File: config.mk
export PLATFORM = sky130hd
export DESIGN_NAME = cfg_status_regs
export DESIGN_NICKNAME = d
export VERILOG_FILES = /design/src/verilog/cfg_status_pkg.sv /design/src/verilog/cfg_status_regs.sv /design/src/verilog/pin_filter.sv
export SDC_FILE = /design/constraint.sdc
export NUM_CORES = 1
export LEC_CHECK = 0
export BUFFER_PORTS_ARGS = -buffer_cell sky130_fd_sc_hd__buf_2
export CAP_MARGIN = 20
export CORE_MARGIN = 2
export CORE_UTILIZATION = 38
export DETAILED_ROUTE_END_ITERATION = 8
export PLACE_DENSITY = 0.77
export SLEW_MARGIN = 10
export SYNTH_ARGS = -nofsm -noshare
export SYNTH_HDL_FRONTEND = slang
export SYNTH_SLANG_ARGS = --single-unit
File: constraint.sdc
create_clock -name clk -period 1.4 [get_ports clk]
set_input_delay 0 -clock clk [delete_from_list [all_inputs] [get_ports clk]]
set_output_delay 0 -clock clk [all_outputs]
set_load 0.01 [all_outputs]
File: src/verilog/cfg_status_pkg.sv
// Behaviour
// - set status bit 15 on any address or data parity error detected.
// - set status bit 14 when system error reported while its enable is one.
// - set status bit 13 when own master cycle ends in master abort.
// - set status bit 12 when own master cycle ends in target abort.
// - set status bit 11 when device as target signals target abort.
// - status bits 10 to 9 read fixed 01b, medium select timing.
// - set bit 8 only on bus error, device master, parity response enabled.
// - status bit 7 reads zero, no fast back-to-back as target.
// - status bit 6 reads zero, no user-definable features.
// - status bit 5 reads zero, bus clock limited to 33 MHz.
// - status bit 4 reads one, capabilities list is present.
// - reserved status bits 3 to 0 always read zero.
// - status register at offset 06h, 16 bits, reset value 0210h.
// - class register bits 31 to 24 read 0Ch, serial bus controller.
// - class register bits 23 to 16 read zero subclass.
// - class register bits 15 to 8 read 10h programming interface.
// - class register bits 7 to 0 hold fixed silicon revision code, offset 08h.
// - system error pin driven only one clock after a request seen while command bit 8 is one.
`default_nettype none
package cfg_status_pkg;

    // ********************************************************************
    // configuration offsets (byte addresses)
    // ********************************************************************
    localparam logic [7:0] command_off = 8'h04;
    localparam logic [7:0] bus_status_off = 8'h06;
    localparam logic [7:0] class_off = 8'h08;

    // ********************************************************************
    // status field positions
    // ********************************************************************
    localparam int detected_parity_bit = 15;
    localparam int signaled_system_error_bit = 14;
    localparam int received_master_abort_bit = 13;
    localparam int received_target_abort_bit = 12;
    localparam int signaled_target_abort_bit = 11;
    localparam int devsel_timing_lsb = 9;
    localparam int master_data_parity_bit = 8;
    localparam int back_to_back_capable_bit = 7;
    localparam int user_features_supported_bit = 6;
    localparam int high_speed_capable_bit = 5;
    localparam int capability_list_present_bit = 4;

    localparam logic [1:0] devsel_medium = 2'h1;
    localparam logic [15:0] bus_status_reset = 16'h0210;

    // ********************************************************************
    // command bits kept here
    // ********************************************************************
    localparam int parity_response_enable_bit = 6;
    localparam int system_error_enable_bit = 8;
    localparam logic [15:0] command_reset = 16'h0000;

    // ********************************************************************
    // class code fields
    // ********************************************************************
    localparam logic [7:0] base_class_code = 8'h0c;
    localparam logic [7:0] sub_class_code = 8'h00;
    localparam logic [7:0] programming_interface_code = 8'h10;
    // arbitrary value, replace per silicon step
    localparam logic [7:0] silicon_revision_default = 8'h5a;

    typedef enum logic [0:0] {
        acc_idle,
        acc_answer
    } access_state_e;

endpackage
`default_nettype wire

File: src/verilog/cfg_status_regs.sv
`timescale 1ns/1ps
`default_nettype none
module cfg_status_regs (
    input wire logic clk,
    input wire logic rst,
    // configuration access port
    input wire logic cfg_req,
    input wire logic cfg_we,
    input wire logic [7:0] cfg_addr,
    input wire logic [3:0] cfg_be,
    input wire logic [31:0] cfg_wdata,
    output logic [31:0] cfg_rdata,
    output logic cfg_ack,
    // events from the master and target engines
    input wire logic address_parity_error,
    input wire logic data_parity_error,
    input wire logic master_abort_seen,
    input wire logic target_abort_seen,
    input wire logic target_abort_signaled,
    input wire logic bus_master_active,
    input wire logic system_error_request,
    // bus pins
    input wire logic perr_n_pin,
    output logic serr_n_out,
    output logic serr_n_oe,
    // command bits other logic depends on
    output logic parity_response_enable,
    output logic system_error_enable
);

    // limitations: only command bits 6 and 8 live here, the rest of that
    // register belongs elsewhere; the event inputs must already be on clk,
    // only the bus error pin is filtered here

    // ********************************************************************
    // functions
    // ********************************************************************

    // set always wins over a clear in the same cycle
    function automatic logic sticky_next(
        input logic cur,
        input logic set_ev,
        input logic clr
    );
        sticky_next = set_ev | (cur & ~clr);
    endfunction

    // true when the access hits the dword holding the given byte offset
    function automatic logic dword_hit(
        input logic [7:0] addr,
        input logic [7:0] off
    );
        dword_hit = (addr[7:2] == off[7:2]);
    endfunction

    // ********************************************************************
    // declarations
    // ********************************************************************
    cfg_status_pkg::access_state_e acc_state_ff;
    cfg_status_pkg::access_state_e nxt_acc_state;

    logic [31:0] cfg_rdata_ff;
    logic [31:0] nxt_cfg_rdata;
    logic cfg_ack_ff;
    logic nxt_cfg_ack;

    logic detected_parity_flag_ff;
    logic signaled_system_error_flag_ff;
    logic received_master_abort_flag_ff;
    logic received_target_abort_flag_ff;
    logic signaled_target_abort_flag_ff;
    logic master_data_parity_flag_ff;
    logic nxt_detected_parity_flag;
    logic nxt_signaled_system_error_flag;
    logic nxt_received_master_abort_flag;
    logic nxt_received_target_abort_flag;
    logic nxt_signaled_target_abort_flag;
    logic nxt_master_data_parity_flag;

    logic parity_response_enable_ff;
    logic system_error_enable_ff;
    logic nxt_parity_response_enable;
    logic nxt_system_error_enable;

    logic serr_oe_ff;
    logic nxt_serr_oe;

    logic parity_seen;
    logic system_error_seen;
    logic master_abort_hit;
    logic target_abort_hit;
    logic target_abort_sent;
    logic master_parity_hit;

    logic [7:0] silicon_revision_code;
    logic perr_level_n;
    logic status_write;
    logic command_write;
    logic [15:0] status_clear;
    logic [15:0] bus_status_view;
    logic [15:0] command_view;
    logic [31:0] class_view;

    // ********************************************************************
    // bus error pin
    // ********************************************************************
    // the pin is asynchronous to clk and idles high, so it is filtered first
    pin_filter perr_filter (
        .clk(clk),
        .rst(rst),
        .pin(perr_n_pin),
        .level(perr_level_n)
    );

    // ********************************************************************
    // write decode
    // ********************************************************************
    // both halves of dword 1 decode alike; the byte enables pick the half
    assign status_write = cfg_req & cfg_we & (acc_state_ff == cfg_status_pkg::acc_idle)
        & dword_hit(cfg_addr, cfg_status_pkg::bus_status_off);
    assign command_write = cfg_req & cfg_we & (acc_state_ff == cfg_status_pkg::acc_idle)
        & dword_hit(cfg_addr, cfg_status_pkg::command_off);

    // status lives in the upper half of the dword; only enabled lanes clear
    // a zero in an enabled lane leaves its flag alone
    always_comb begin
        status_clear = 16'h0000;
        if (status_write) begin
            if (cfg_be[2]) begin
                status_clear[7:0] = cfg_wdata[23:16];
            end
            if (cfg_be[3]) begin
                status_clear[15:8] = cfg_wdata[31:24];
            end
        end
    end

    // ********************************************************************
    // command bits
    // ********************************************************************
    // only bits 6 and 8 are kept; every other command bit reads zero
    always_comb begin
        nxt_parity_response_enable = parity_response_enable_ff;
        nxt_system_error_enable = system_error_enable_ff;
        if (command_write && cfg_be[0]) begin
            nxt_parity_response_enable = cfg_wdata[cfg_status_pkg::parity_response_enable_bit];
        end
        if (command_write && cfg_be[1]) begin
            nxt_system_error_enable = cfg_wdata[cfg_status_pkg::system_error_enable_bit];
        end
    end

    always_ff @(posedge clk or posedge rst) begin
        if (rst) begin
            parity_response_enable_ff <= cfg_status_pkg::command_reset[cfg_status_pkg::parity_response_enable_bit];
            system_error_enable_ff <= cfg_status_pkg::command_reset[cfg_status_pkg::system_error_enable_bit];
        end else begin
            parity_response_enable_ff <= nxt_parity_response_enable;
            system_error_enable_ff <= nxt_system_error_enable;
        end
    end

    // ********************************************************************
    // system error pin
    // ********************************************************************
    // open-drain: the pin is only ever pulled low, never driven high
    always_comb begin
        nxt_serr_oe = system_error_request & system_error_enable_ff;
    end

    always_ff @(posedge clk or posedge rst) begin
        if (rst) begin
            serr_oe_ff <= 1'b0;
        end else begin
            serr_oe_ff <= nxt_serr_oe;
        end
    end

    // ********************************************************************
    // set events
    // ********************************************************************
    // received aborts only count for cycles this device started itself
    always_comb begin
        parity_seen = address_parity_error | data_parity_error;

        // flagged when the pin is really pulled, not on the request
        system_error_seen = serr_oe_ff;

        master_abort_hit = master_abort_seen & bus_master_active;
        target_abort_hit = target_abort_seen & bus_master_active;
        target_abort_sent = target_abort_signaled;

        // the filtered pin lags the bus by four clocks; bus_master_active
        // must be held by the master engine across that window, or a late
        // error report is lost
        master_parity_hit = ~perr_level_n & bus_master_active & parity_response_enable_ff;
    end

    // ********************************************************************
    // sticky error flags
    // ********************************************************************
    always_comb begin
        nxt_detected_parity_flag = sticky_next(detected_parity_flag_ff,
            parity_seen,
            status_clear[cfg_status_pkg::detected_parity_bit]);

        nxt_signaled_system_error_flag = sticky_next(signaled_system_error_flag_ff,
            system_error_seen,
            status_clear[cfg_status_pkg::signaled_system_error_bit]);

        nxt_received_master_abort_flag = sticky_next(received_master_abort_flag_ff,
            master_abort_hit,
            status_clear[cfg_status_pkg::received_master_abort_bit]);

        nxt_received_target_abort_flag = sticky_next(received_target_abort_flag_ff,
            target_abort_hit,
            status_clear[cfg_status_pkg::received_target_abort_bit]);

        nxt_signaled_target_abort_flag = sticky_next(signaled_target_abort_flag_ff,
            target_abort_sent,
            status_clear[cfg_status_pkg::signaled_target_abort_bit]);

        nxt_master_data_parity_flag = sticky_next(master_data_parity_flag_ff,
            master_parity_hit,
            status_clear[cfg_status_pkg::master_data_parity_bit]);
    end

    always_ff @(posedge clk or posedge rst) begin
        if (rst) begin
            detected_parity_flag_ff <= cfg_status_pkg::bus_status_reset[cfg_status_pkg::detected_parity_bit];
            signaled_system_error_flag_ff <=
                cfg_status_pkg::bus_status_reset[cfg_status_pkg::signaled_system_error_bit];
            received_master_abort_flag_ff <=
                cfg_status_pkg::bus_status_reset[cfg_status_pkg::received_master_abort_bit];
            received_target_abort_flag_ff <=
                cfg_status_pkg::bus_status_reset[cfg_status_pkg::received_target_abort_bit];
            signaled_target_abort_flag_ff <=
                cfg_status_pkg::bus_status_reset[cfg_status_pkg::signaled_target_abort_bit];
            master_data_parity_flag_ff <=
                cfg_status_pkg::bus_status_reset[cfg_status_pkg::master_data_parity_bit];
        end else begin
            detected_parity_flag_ff <= nxt_detected_parity_flag;
            signaled_system_error_flag_ff <= nxt_signaled_system_error_flag;
            received_master_abort_flag_ff <= nxt_received_master_abort_flag;
            received_target_abort_flag_ff <= nxt_received_target_abort_flag;
            signaled_target_abort_flag_ff <= nxt_signaled_target_abort_flag;
            master_data_parity_flag_ff <= nxt_master_data_parity_flag;
        end
    end

    // ********************************************************************
    // read views
    // ********************************************************************
    assign silicon_revision_code = cfg_status_pkg::silicon_revision_default;

    // reserved and hardwired bits come from constants, never from flops
    always_comb begin
        bus_status_view = 16'h0000;
        bus_status_view[cfg_status_pkg::detected_parity_bit] = detected_parity_flag_ff;
        bus_status_view[cfg_status_pkg::signaled_system_error_bit] = signaled_system_error_flag_ff;
        bus_status_view[cfg_status_pkg::received_master_abort_bit] = received_master_abort_flag_ff;
        bus_status_view[cfg_status_pkg::received_target_abort_bit] = received_target_abort_flag_ff;
        bus_status_view[cfg_status_pkg::signaled_target_abort_bit] = signaled_target_abort_flag_ff;
        bus_status_view[cfg_status_pkg::devsel_timing_lsb +: 2] = cfg_status_pkg::devsel_medium;
        bus_status_view[cfg_status_pkg::master_data_parity_bit] = master_data_parity_flag_ff;
        bus_status_view[cfg_status_pkg::back_to_back_capable_bit] = 1'b0;
        bus_status_view[cfg_status_pkg::user_features_supported_bit] = 1'b0;
        bus_status_view[cfg_status_pkg::high_speed_capable_bit] = 1'b0;
        bus_status_view[cfg_status_pkg::capability_list_present_bit] = 1'b1;
    end

    always_comb begin
        command_view = 16'h0000;
        command_view[cfg_status_pkg::parity_response_enable_bit] = parity_response_enable_ff;
        command_view[cfg_status_pkg::system_error_enable_bit] = system_error_enable_ff;
    end

    // every class field is hardwired; writes to this dword are dropped
    assign class_view = {cfg_status_pkg::base_class_code,
        cfg_status_pkg::sub_class_code,
        cfg_status_pkg::programming_interface_code,
        silicon_revision_code};

    // ********************************************************************
    // access sequencer
    // ********************************************************************
    // one answer per request; a request during the answer cycle is ignored
    // read data is captured at the taking edge, so a flag set in the
    // answer cycle shows on the next read, never half-way through one
    always_comb begin
        nxt_acc_state = acc_state_ff;
        nxt_cfg_ack = 1'b0;
        nxt_cfg_rdata = cfg_rdata_ff;
        case (acc_state_ff)
            cfg_status_pkg::acc_idle: begin
                if (cfg_req) begin
                    nxt_acc_state = cfg_status_pkg::acc_answer;
                    nxt_cfg_ack = 1'b1;
                    nxt_cfg_rdata = 32'h0000_0000;
                    if (!cfg_we) begin
                        // status shares its dword with the command half
                        if (dword_hit(cfg_addr, cfg_status_pkg::bus_status_off)) begin
                            nxt_cfg_rdata = {bus_status_view, command_view};
                        end else if (dword_hit(cfg_addr, cfg_status_pkg::class_off)) begin
                            nxt_cfg_rdata = class_view;
                        end
                    end
                end
            end
            cfg_status_pkg::acc_answer: begin
                nxt_acc_state = cfg_status_pkg::acc_idle;
            end
            default: begin
                nxt_acc_state = cfg_status_pkg::acc_idle;
            end
        endcase
    end

    always_ff @(posedge clk or posedge rst) begin
        if (rst) begin
            acc_state_ff <= cfg_status_pkg::acc_idle;
            cfg_ack_ff <= 1'b0;
            cfg_rdata_ff <= 32'h0000_0000;
        end else begin
            acc_state_ff <= nxt_acc_state;
            cfg_ack_ff <= nxt_cfg_ack;
            cfg_rdata_ff <= nxt_cfg_rdata;
        end
    end

    // ********************************************************************
    // outputs
    // ********************************************************************
    // command bits leave as registered copies so no other logic loads the decode
    assign cfg_rdata = cfg_rdata_ff;
    assign cfg_ack = cfg_ack_ff;
    assign serr_n_oe = serr_oe_ff;
    assign serr_n_out = 1'b0;
    assign parity_response_enable = parity_response_enable_ff;
    assign system_error_enable = system_error_enable_ff;

endmodule
`default_nettype wire

File: src/verilog/pin_filter.sv
`timescale 1ns/1ps
`default_nettype none
module pin_filter (
    input wire logic clk,
    input wire logic rst,
    input wire logic pin,
    output logic level
);

    logic s1_ff;
    logic s2_ff;
    logic s3_ff;
    logic level_ff;
    logic nxt_level;

    // pin is idle high, so every stage resets high
    always_comb begin
        nxt_level = level_ff;
        if (s2_ff == s3_ff) begin
            nxt_level = s3_ff;
        end
    end

    always_ff @(posedge clk or posedge rst) begin
        if (rst) begin
            s1_ff <= 1'b1;
            s2_ff <= 1'b1;
            s3_ff <= 1'b1;
            level_ff <= 1'b1;
        end else begin
            s1_ff <= pin;
            s2_ff <= s1_ff;
            s3_ff <= s2_ff;
            level_ff <= nxt_level;
        end
    end

    assign level = level_ff;

endmodule
`default_nettype wire
==> reports/results.ini, run 1 <==
[route]
route.detailed.drc=0
wire_per_inst_um=12.7
first_pass_iters=4
viasPerCell=4.67
drt_first_iter_violations=20
antenna_left=0
drt_wl_total_um=2540
dr_total_vias=930

[synth]
synth_area_leaders=dfrtp_1 44%, buf_4 15%, dfstp_2 9.1%
synth_top_area_frac=0.435
ys_warn_count=0
netlist_instances=98
ys_types=29
ys_ff_latch=24
avgSynthCellArea_um2=11.7
synth_seq_area_share=0.527
yosysTopAreaCell=dfrtp_1
synthesis.area_mm2=0.00115

[power]
intPower_mw=0.997
p_sw_mw=0.324
p_leak_nw=0.841
vdd_drop_max_mv=0.822
pwr-share-clk=0.276
power-per-cell-area_mw_per_mm2=820
combPwrFrac=0.160
swShare=0.245
p_seq_frac=0.564

[worst_setup_path]
timing.rr.start=acc_state_ff$_DFF_PP0_
cp_max_fo=2
worstSetupEndpoint=system_error_enable$_DFFE_PP0P_
worstPathArrival_ns=1.62
cp-start-kind=register
reg2reg_depth=4
r2r-end=system_error_enable$_DFFE_PP0P_
slowest_delay_ns=0.41
crit_path_end_kind=register
cpMaxStageDelayCell=dfrtp_1
worstPathRequired_ns=1.62
startpoint=acc_state_ff$_DFF_PP0_
path_class=reg2reg
path_cells=and4bb_1, buf_4, nand4_1, mux2_4
timing.reg2reg.setup_slack_ns=-0.001

[timing]
drv_slew=0
fin_crit_sh=1.00
clock.fmax_mhz=714
finalHoldViolCount=0
rsz0062_at_grt=yes
finClkSkew_ns=0.00132
setup_ws_ns=-0.00148
setup-violations-final=1
fin_crit_ns=1.40

[grt]
grt_pass1_wl_um=4060
gr-total-overflow=0
grt_pass1_vias=910
grtUsageTotal=0.159
antenna_found_initial=0
grt_start_max_net_pins=25

[finish]
fin_nets=225
fin_cells=199
area_delta_synth_final_pct=40.2
n_antenna_cell=0
final_layout_size_suffix_gt1_frac=0.405
largest_reg_flops=10
final_core_util=0.574
final_common_cell=buf_2
most-common-layout-cells=47 x buf_2, 20 x dfrtp_1, 18 x conb_1, 18 x dlygate4sd3_1, 7 x buf_4

[die]
start_util=0.410
num_rows=19
core_mm2=0.00281
die_y_um=59.0
dieArea_mm2=0.00348
die_w_um=59.0
ioPinCount=93

[place]
post-dp-hpwl_um=1810
gp_congestion=0.766
placedCellCount=176
io_buffer_count=47

[outcome]
status=finished with violations
violations=setup timing

[clocking]
clk_latency_ns=0.32
clkSlewWorstSetupHoldPaths_ns=0.13
ctsLongestPathBuffers=2
numCtsBuffers=3
cts_tree=done
htree_levels=1
cts.sinks=24
cts-root-buf=clkbuf_4

[min_path]
hp-class=in2reg
hp-start=cfg_be[3]

[flow_run]
cap_violations=0

[Yosys cell counts]
master     instances
a21o_1             1
a21oi_1            2
a221o_1            2
a22o_1             6
and2_1             1
and4bb_1           1
buf_4             23
clkbuf_1           1
conb_1             1
dfrtp_1           20
dfstp_2            4
inv_1              3
maj3_1             1
mux2_1             2
nand2_1            5
nand2b_1           4
nand3_1            1
nand4_1            3
nand4bb_1          1
nor2_1             1
nor2b_1            4
nor3_4             1
nor4_2             1
o21ai_1            1
o22a_1             2
o31ai_1            3
o32a_1             1
o41ai_1            1
or4_4              1
[power groups by stage]
stage / logic, mW / clock network, mW / registers (mW)
6_report: 0.211 / 0.365 / 0.745
5_1_grt: 0.236 / 0.406 / 0.749
4_1_cts: 0.203 / 0.380 / 0.745
3_5_place_dp: 0.164 / 0 / 0.759
3_3_place_gp: 0.160 / 0 / 0.757
2_1_floorplan: 0.119 / 0 / 0.758
[stage by stage]
step	hold slack [ns]	setup TNS, ns	setup WS, ns	total power [mW]	cell area [µm²]
after floorplan	0.00448	0	0.0709	0.877	1210
after global placement	0.0471	0	0.0290	0.917	1360
after detailed placement	0.0525	0	0.0171	0.923	1360
after CTS	0.00210	0	0.00727	1.33	1580
after global routing	0.0207	-0.187	-0.0640	1.39	1610
final	0.0128	-0.00148	-0.00148	1.32	1610
[final cells by class]
| type | instances | area (µm²) |
|---|---|---|
| inverters | 3 | 11.3 |
| fillers | 235 | 1190 |
| multi-input cells | 64 | 440 |
| clock buffers | 4 | 36.3 |
| well taps | 31 | 38.8 |
| repair buffers | 73 | 479 |
| flip-flops and latches | 24 | 606 |
[timing repair]
action,4_1_cts,5_1_grt
endpoints found under the hold margin,35,0
hold buffers,18,0
buffers inserted,0,1
endpoints found under the setup margin,2,10
pin swaps,1,8
gates resized for setup,0,3
[worst min path at each step]
stage	depth (start not counted)	to
after floorplan	0	perr_filter.s1_ff$_DFF_PP1_
after global placement	3	cfg_rdata[25]$_DFFE_PP0P_
after detailed placement	3	cfg_rdata[25]$_DFFE_PP0P_
after CTS	4	master_data_parity_flag_ff$_DFF_PP0_
after global routing	3	received_master_abort_flag_ff$_DFF_PP0_
final	4	master_data_parity_flag_ff$_DFF_PP0_
[metal layers]
metal  GRT usage  vias up  wire length (µm)
met2       0.275       53              1240
met3      0.0546        5               208
met4      0.0422        0                20
li1            -      447                 -
met1       0.189      425              1070
met5           0        -                 0
[critical path, delay by kind of cell (launching register included)]
kind	cells	cell delay [ns]
buf+inv	1	0.13
flops	1	0.41
mux	1	0.32
simple gates	2	0.44
[cells by family after synthesis]
family,synth area share
compound gates,0.134
fa+ha+maj,0.00871
buf+inv,0.163
flops,0.527
mux,0.0196
other cells,0.00326
simple gates,0.145
(Power assumes the default switching activity.)
==> inputs of run 2 (changes only) <==
Settings changed: PLACE_DENSITY 0.77 to 0.82.
==> run 2 against run 1 <==
The run still ends with setup timing left. Non-clock buffer count down 2. Sequential share of layout area up 0.47 points. Clock power down 3%. Routed wire length up 5.2%. Final cell count down 1.0%. Maximum frequency about the same. Via count up 4.0%. Register-to-register slack about the same.
==> reports/results.ini, run 2 (synthesized netlist as in run 1, its figures left out) <==
[outcome]
status=finished with violations
violations=setup timing

[finish]
final_common_cell=buf_2
fin_nets=223
area_delta_synth_final_pct=38.4
n_antenna_cell=0
fillers=252
largest_reg_flops=10
most-common-layout-cells=47 x buf_2, 20 x dfrtp_1, 18 x conb_1
fin_cells=197
design_area_mm2=0.00159
final_layout_size_suffix_gt1_frac=0.416

[worst_setup_path]
r2r-end=system_error_enable$_DFFE_PP0P_
cp-start-kind=register
crit_path_end_kind=register
path_class=reg2reg
cp_max_fo=2
worstPathRequired_ns=1.61
timing.rr.start=acc_state_ff$_DFF_PP0_
timing.reg2reg.setup_slack_ns=-0.001
reg2reg_depth=4
worstPathArrival_ns=1.61

[route]
antenna_left=0
drt_first_iter_violations=6
drt_wl_total_um=2670
dr_total_vias=967
route.detailed.drc=0
wire_per_inst_um=13.5
first_pass_iters=4
viasPerCell=4.91

[die]
dieArea_mm2=0.00348
die_y_um=59.0
core_mm2=0.00281
start_util=0.410
num_rows=19
die_w_um=59.0
ioPinCount=93

[timing]
rsz0062_at_grt=yes
setup_ws_ns=-0.00121
finClkSkew_ns=0.00224
fin_crit_sh=1.00
finalHoldViolCount=0
drv_slew=0
setup-violations-final=1
clock.fmax_mhz=714
fin_crit_ns=1.40

[clocking]
htree_levels=1
cts_tree=done
clk_latency_ns=0.30
ctsLongestPathBuffers=2
cts.sinks=24
numCtsBuffers=3
clkSlewWorstSetupHoldPaths_ns=0.12
cts-root-buf=clkbuf_4

[min_path]
hp-class=in2reg
whs_endpoint=received_master_abort_flag_ff$_DFF_PP0_
whs_path_depth=3
hp-start=cfg_wdata[29]

[flow_run]
cap_violations=0

[grt]
grt_start_max_net_pins=25
grtUsageTotal=0.162
use_met1=0.189
grt_pass1_wl_um=4260
use_met3=0.0371
gr-total-overflow=0
grt_busiest_layer=met2
grt_pass1_vias=944
grt_use_met2=0.300
antenna_found_initial=0

[power]
vdd_drop_max_mv=0.457
power-per-cell-area_mw_per_mm2=823
p_leak_nw=0.833
power_mw=1.31

[place]
gp_congestion=0.769
post-dp-hpwl_um=1980
io_buffer_count=47
placedCellCount=176
placed_cell_area_mm2=0.00136

## run 2: cell count changes in the layout (fill, tap and decap cells not counted), sizes merged
cell         before  now
dlygate4sd3      18   16
## run 2: area by class of cell
class                   instances  area (µm²)  area share
well taps                      31        38.8      0.0244
clock buffers                   4        36.3      0.0228
flip-flops and latches         24         606       0.381
repair buffers                 71         455       0.286
inverters                       3        11.3     0.00708
multi-input cells              64         444       0.279
## run 2: worst max path at each step
stage                            from  slack, ns                                 endpoint
2_1_floorplan  acc_state_ff$_DFF_PP0_       0.07  received_master_abort_flag_ff$_DFF_PP0_
3_3_place_gp   acc_state_ff$_DFF_PP0_       0.01  signaled_target_abort_flag_ff$_DFF_PP0_
3_5_place_dp   acc_state_ff$_DFF_PP0_      -0.06  signaled_system_error_flag_ff$_DFF_PP0_
4_1_cts        acc_state_ff$_DFF_PP0_      -0.01          system_error_enable$_DFFE_PP0P_
5_1_grt        acc_state_ff$_DFF_PP0_      -0.05  signaled_target_abort_flag_ff$_DFF_PP0_
6_report       acc_state_ff$_DFF_PP0_     -0.001          system_error_enable$_DFFE_PP0P_
## run 2: metrics by stage
step / setup WS [ns] / util / setup TNS, ns / hold WS [ns]
global placement: 0.0130 / 0.486 / 0 / 0.0450
global route: -0.0510 / 0.567 / -0.284 / 0.0321
floorplan: 0.0709 / - / 0 / 0.00448
finish: -0.00121 / 0.567 / -0.00121 / 0.0284
CTS: -0.0130 / 0.560 / -0.0167 / 0.0173
detailed placement: -0.0592 / 0.486 / -0.222 / 0.0569
## run 2: critical path, cell delays in order (launching register included)
cell      delay, ns
dfrtp_1        0.40
and4bb_1       0.30
buf_4          0.13
nand4_1        0.14
mux2_4         0.33
## run 2: report_power, final
part | internal [mW] | switching [mW]
combinational | 0.107 | 0.103
sequential | 0.729 | 0.0172
clock | 0.159 | 0.196
total | 0.994 | 0.315
## run 2: routing by layer
metal	wire length, µm	up-vias
met4	0	0
met5	0	-
met2	1450	44
met1	1050	477
met3	166	0
li1	-	446
## run 2: what timing repair did
action | CTS | global route
hold buffers | 16 | 0
setup buffers | 1 | 0
pin swaps | 6 | 4
endpoints found under the hold margin | 35 | 0
setup endpoints to repair | 5 | 11
gates resized for setup | 1 | 2
==> inputs of run 3 (changes only) <==
Settings changed: MAX_ROUTING_LAYER set to met4, PLACE_DENSITY 0.82 to unset, PLACE_DENSITY_LB_ADDON set to 0.12.
==> run 3 against run 2 <==
Sequential power about the same. Non-clock buffer count down 2. Die area unchanged. Final cell count down 1.0%. Clock skew up 0.0098 ns. First-iteration DRC count up 83%. Critical path depth unchanged. The flow now finishes without violations. Sequential share of layout area up 0.70 points. Count of clock-buffer cells in the layout unchanged. Power down 3.7%.
==> reports/results.ini, run 3 (synthesized netlist as in run 1, its figures left out) <==
[finish]
fin_cells=195
most-common-layout-cells=47 x buf_2, 20 x dfrtp_1, 18 x conb_1
fin_nets=221
final_layout_size_suffix_gt1_frac=0.396
largest_reg_flops=10
final_common_cell=buf_2
area_delta_synth_final_pct=35.9
n_antenna_cell=0

[timing]
hold_slack_ns=0.0174
fin_tns_setup_ns=0
fin_crit_ns=1.37
finClkSkew_ns=0.0121
setup-violations-final=0
drv_slew=0
fin_crit_sh=0.976
clock.fmax_mhz=732
rsz0062_at_grt=yes
finalHoldViolCount=0

[worst_setup_path]
crit_cells=4
cp_num_buf_inv=1
worstPathRequired_ns=1.61
crit_family=simple AND/OR/NAND/NOR gates
path_cells=and4bb_2, nand4_1, buf_6, a221o_1
reg2reg_depth=4
cpMaxStageDelayCell=dfrtp_1
cp_max_fo=5
crit_path_end_kind=register
worstPathArrival_ns=1.58
path_class=reg2reg
cp-start-kind=register
timing.rr.start=acc_state_ff$_DFF_PP0_
r2r-end=received_target_abort_flag_ff$_DFF_PP0_
slowest_delay_ns=0.39
timing.reg2reg.setup_slack_ns=0.03

[min_path]
hp-start=cfg_wdata[29]
hp-class=in2reg
whs_path_depth=3
whs_endpoint=received_master_abort_flag_ff$_DFF_PP0_

[route]
route.detailed.drc=0
wire_per_inst_um=13.0
drt_wl_total_um=2530
drt_first_iter_violations=11
first_pass_iters=4
viasPerCell=4.75
antenna_left=0
dr_total_vias=927

[grt]
antenna_found_initial=0
grt_pass1_vias=928
grtUsageTotal=0.159
gr-total-overflow=0
grt_start_max_net_pins=25
grt_pass1_wl_um=4060

[clocking]
cts_tree=done
cts.sinks=24
numCtsBuffers=3
ctsLongestPathBuffers=2
clk_latency_ns=0.31
cts-root-buf=clkbuf_4
clkSlewWorstSetupHoldPaths_ns=0.14
htree_levels=1

[power]
p_leak_nw=0.811
power-per-cell-area_mw_per_mm2=807
vdd_drop_max_mv=0.384

[place]
gp_congestion=0.694
post-dp-hpwl_um=1760
placedCellCount=174
io_buffer_count=47

[die]
ioPinCount=93
die_w_um=59.0
dieArea_mm2=0.00348
num_rows=19
start_util=0.410
core_mm2=0.00281
die_y_um=59.0

[outcome]
status=completed

[flow_run]
cap_violations=0

[run 3: cell types whose count changed in the layout (fill, tap and decap cells not counted), sizes merged]
cell  previous run  this run
buf             55        53
[run 3: area by class of cell]
class	count	area (µm²)
Clock buffer	4	26.3
Timing Repair Buffer	69	444
Fill cell	267	1240
Multi-Input combinational cell	64	437
Sequential cell	24	606
Inverter	3	11.3
Tap cell	31	38.8
[run 3: worst reg2reg max path, delay by kind of cell, from the launching register on]
kind | cells | cell delay (ns)
AOI/OAI and AO/OA | 1 | 0.30
buffers and inverters | 1 | 0.17
DFF | 1 | 0.39
and+or+nand+nor | 2 | 0.42
[run 3: worst max path at each step]
stage / from / to / slack [ns]
after CTS: acc_state_ff$_DFF_PP0_ / received_target_abort_flag_ff$_DFF_PP0_ / 0.02
after floorplan: acc_state_ff$_DFF_PP0_ / received_master_abort_flag_ff$_DFF_PP0_ / 0.07
final: acc_state_ff$_DFF_PP0_ / received_target_abort_flag_ff$_DFF_PP0_ / 0.03
after detailed placement: acc_state_ff$_DFF_PP0_ / received_target_abort_flag_ff$_DFF_PP0_ / 0.02
after global routing: acc_state_ff$_DFF_PP0_ / received_master_abort_flag_ff$_DFF_PP0_ / -0.06
after global placement: acc_state_ff$_DFF_PP0_ / received_target_abort_flag_ff$_DFF_PP0_ / 0.03
[run 3: layer usage]
| layer | vias to the layer above | routed length (µm) | global-route usage |
|---|---|---|---|
| met1 | 443 | 1060 | 0.180 |
| met4 | 0 | 0 | 0.0357 |
| met5 | - | 0 | - |
| met3 | 0 | 172 | 0.0306 |
| met2 | 44 | 1300 | 0.287 |
| li1 | 440 | - | - |
[run 3: through the flow]
stage	power, mW	utilization	worst slack [ns]	area (µm²)
after global routing	1.33	0.557	-0.0558	1560
after CTS	1.26	0.547	0.0168	1540
after detailed placement	0.920	0.481	0.0200	1350
after global placement	0.916	0.481	0.0345	1350
final	1.26	0.557	0.0337	1560
after floorplan	0.877	-	0.0709	1210
[run 3: power breakdown]
| part | total, mW | internal, mW | switching [mW] |
|---|---|---|---|
| clock | 0.313 | 0.111 | 0.202 |
| combinational | 0.204 | 0.103 | 0.101 |
| sequential | 0.744 | 0.729 | 0.0155 |
| total | 1.26 | 0.943 | 0.318 |
[run 3: what timing repair did]
action / 4_1_cts / 5_1_grt
gates resized for setup: 0 / 3
endpoints found under the setup margin: 1 / 8
hold buffers: 16 / 0
endpoints found under the hold margin: 35 / 0
pin swaps: 1 / 3
buffers inserted: 0 / 1
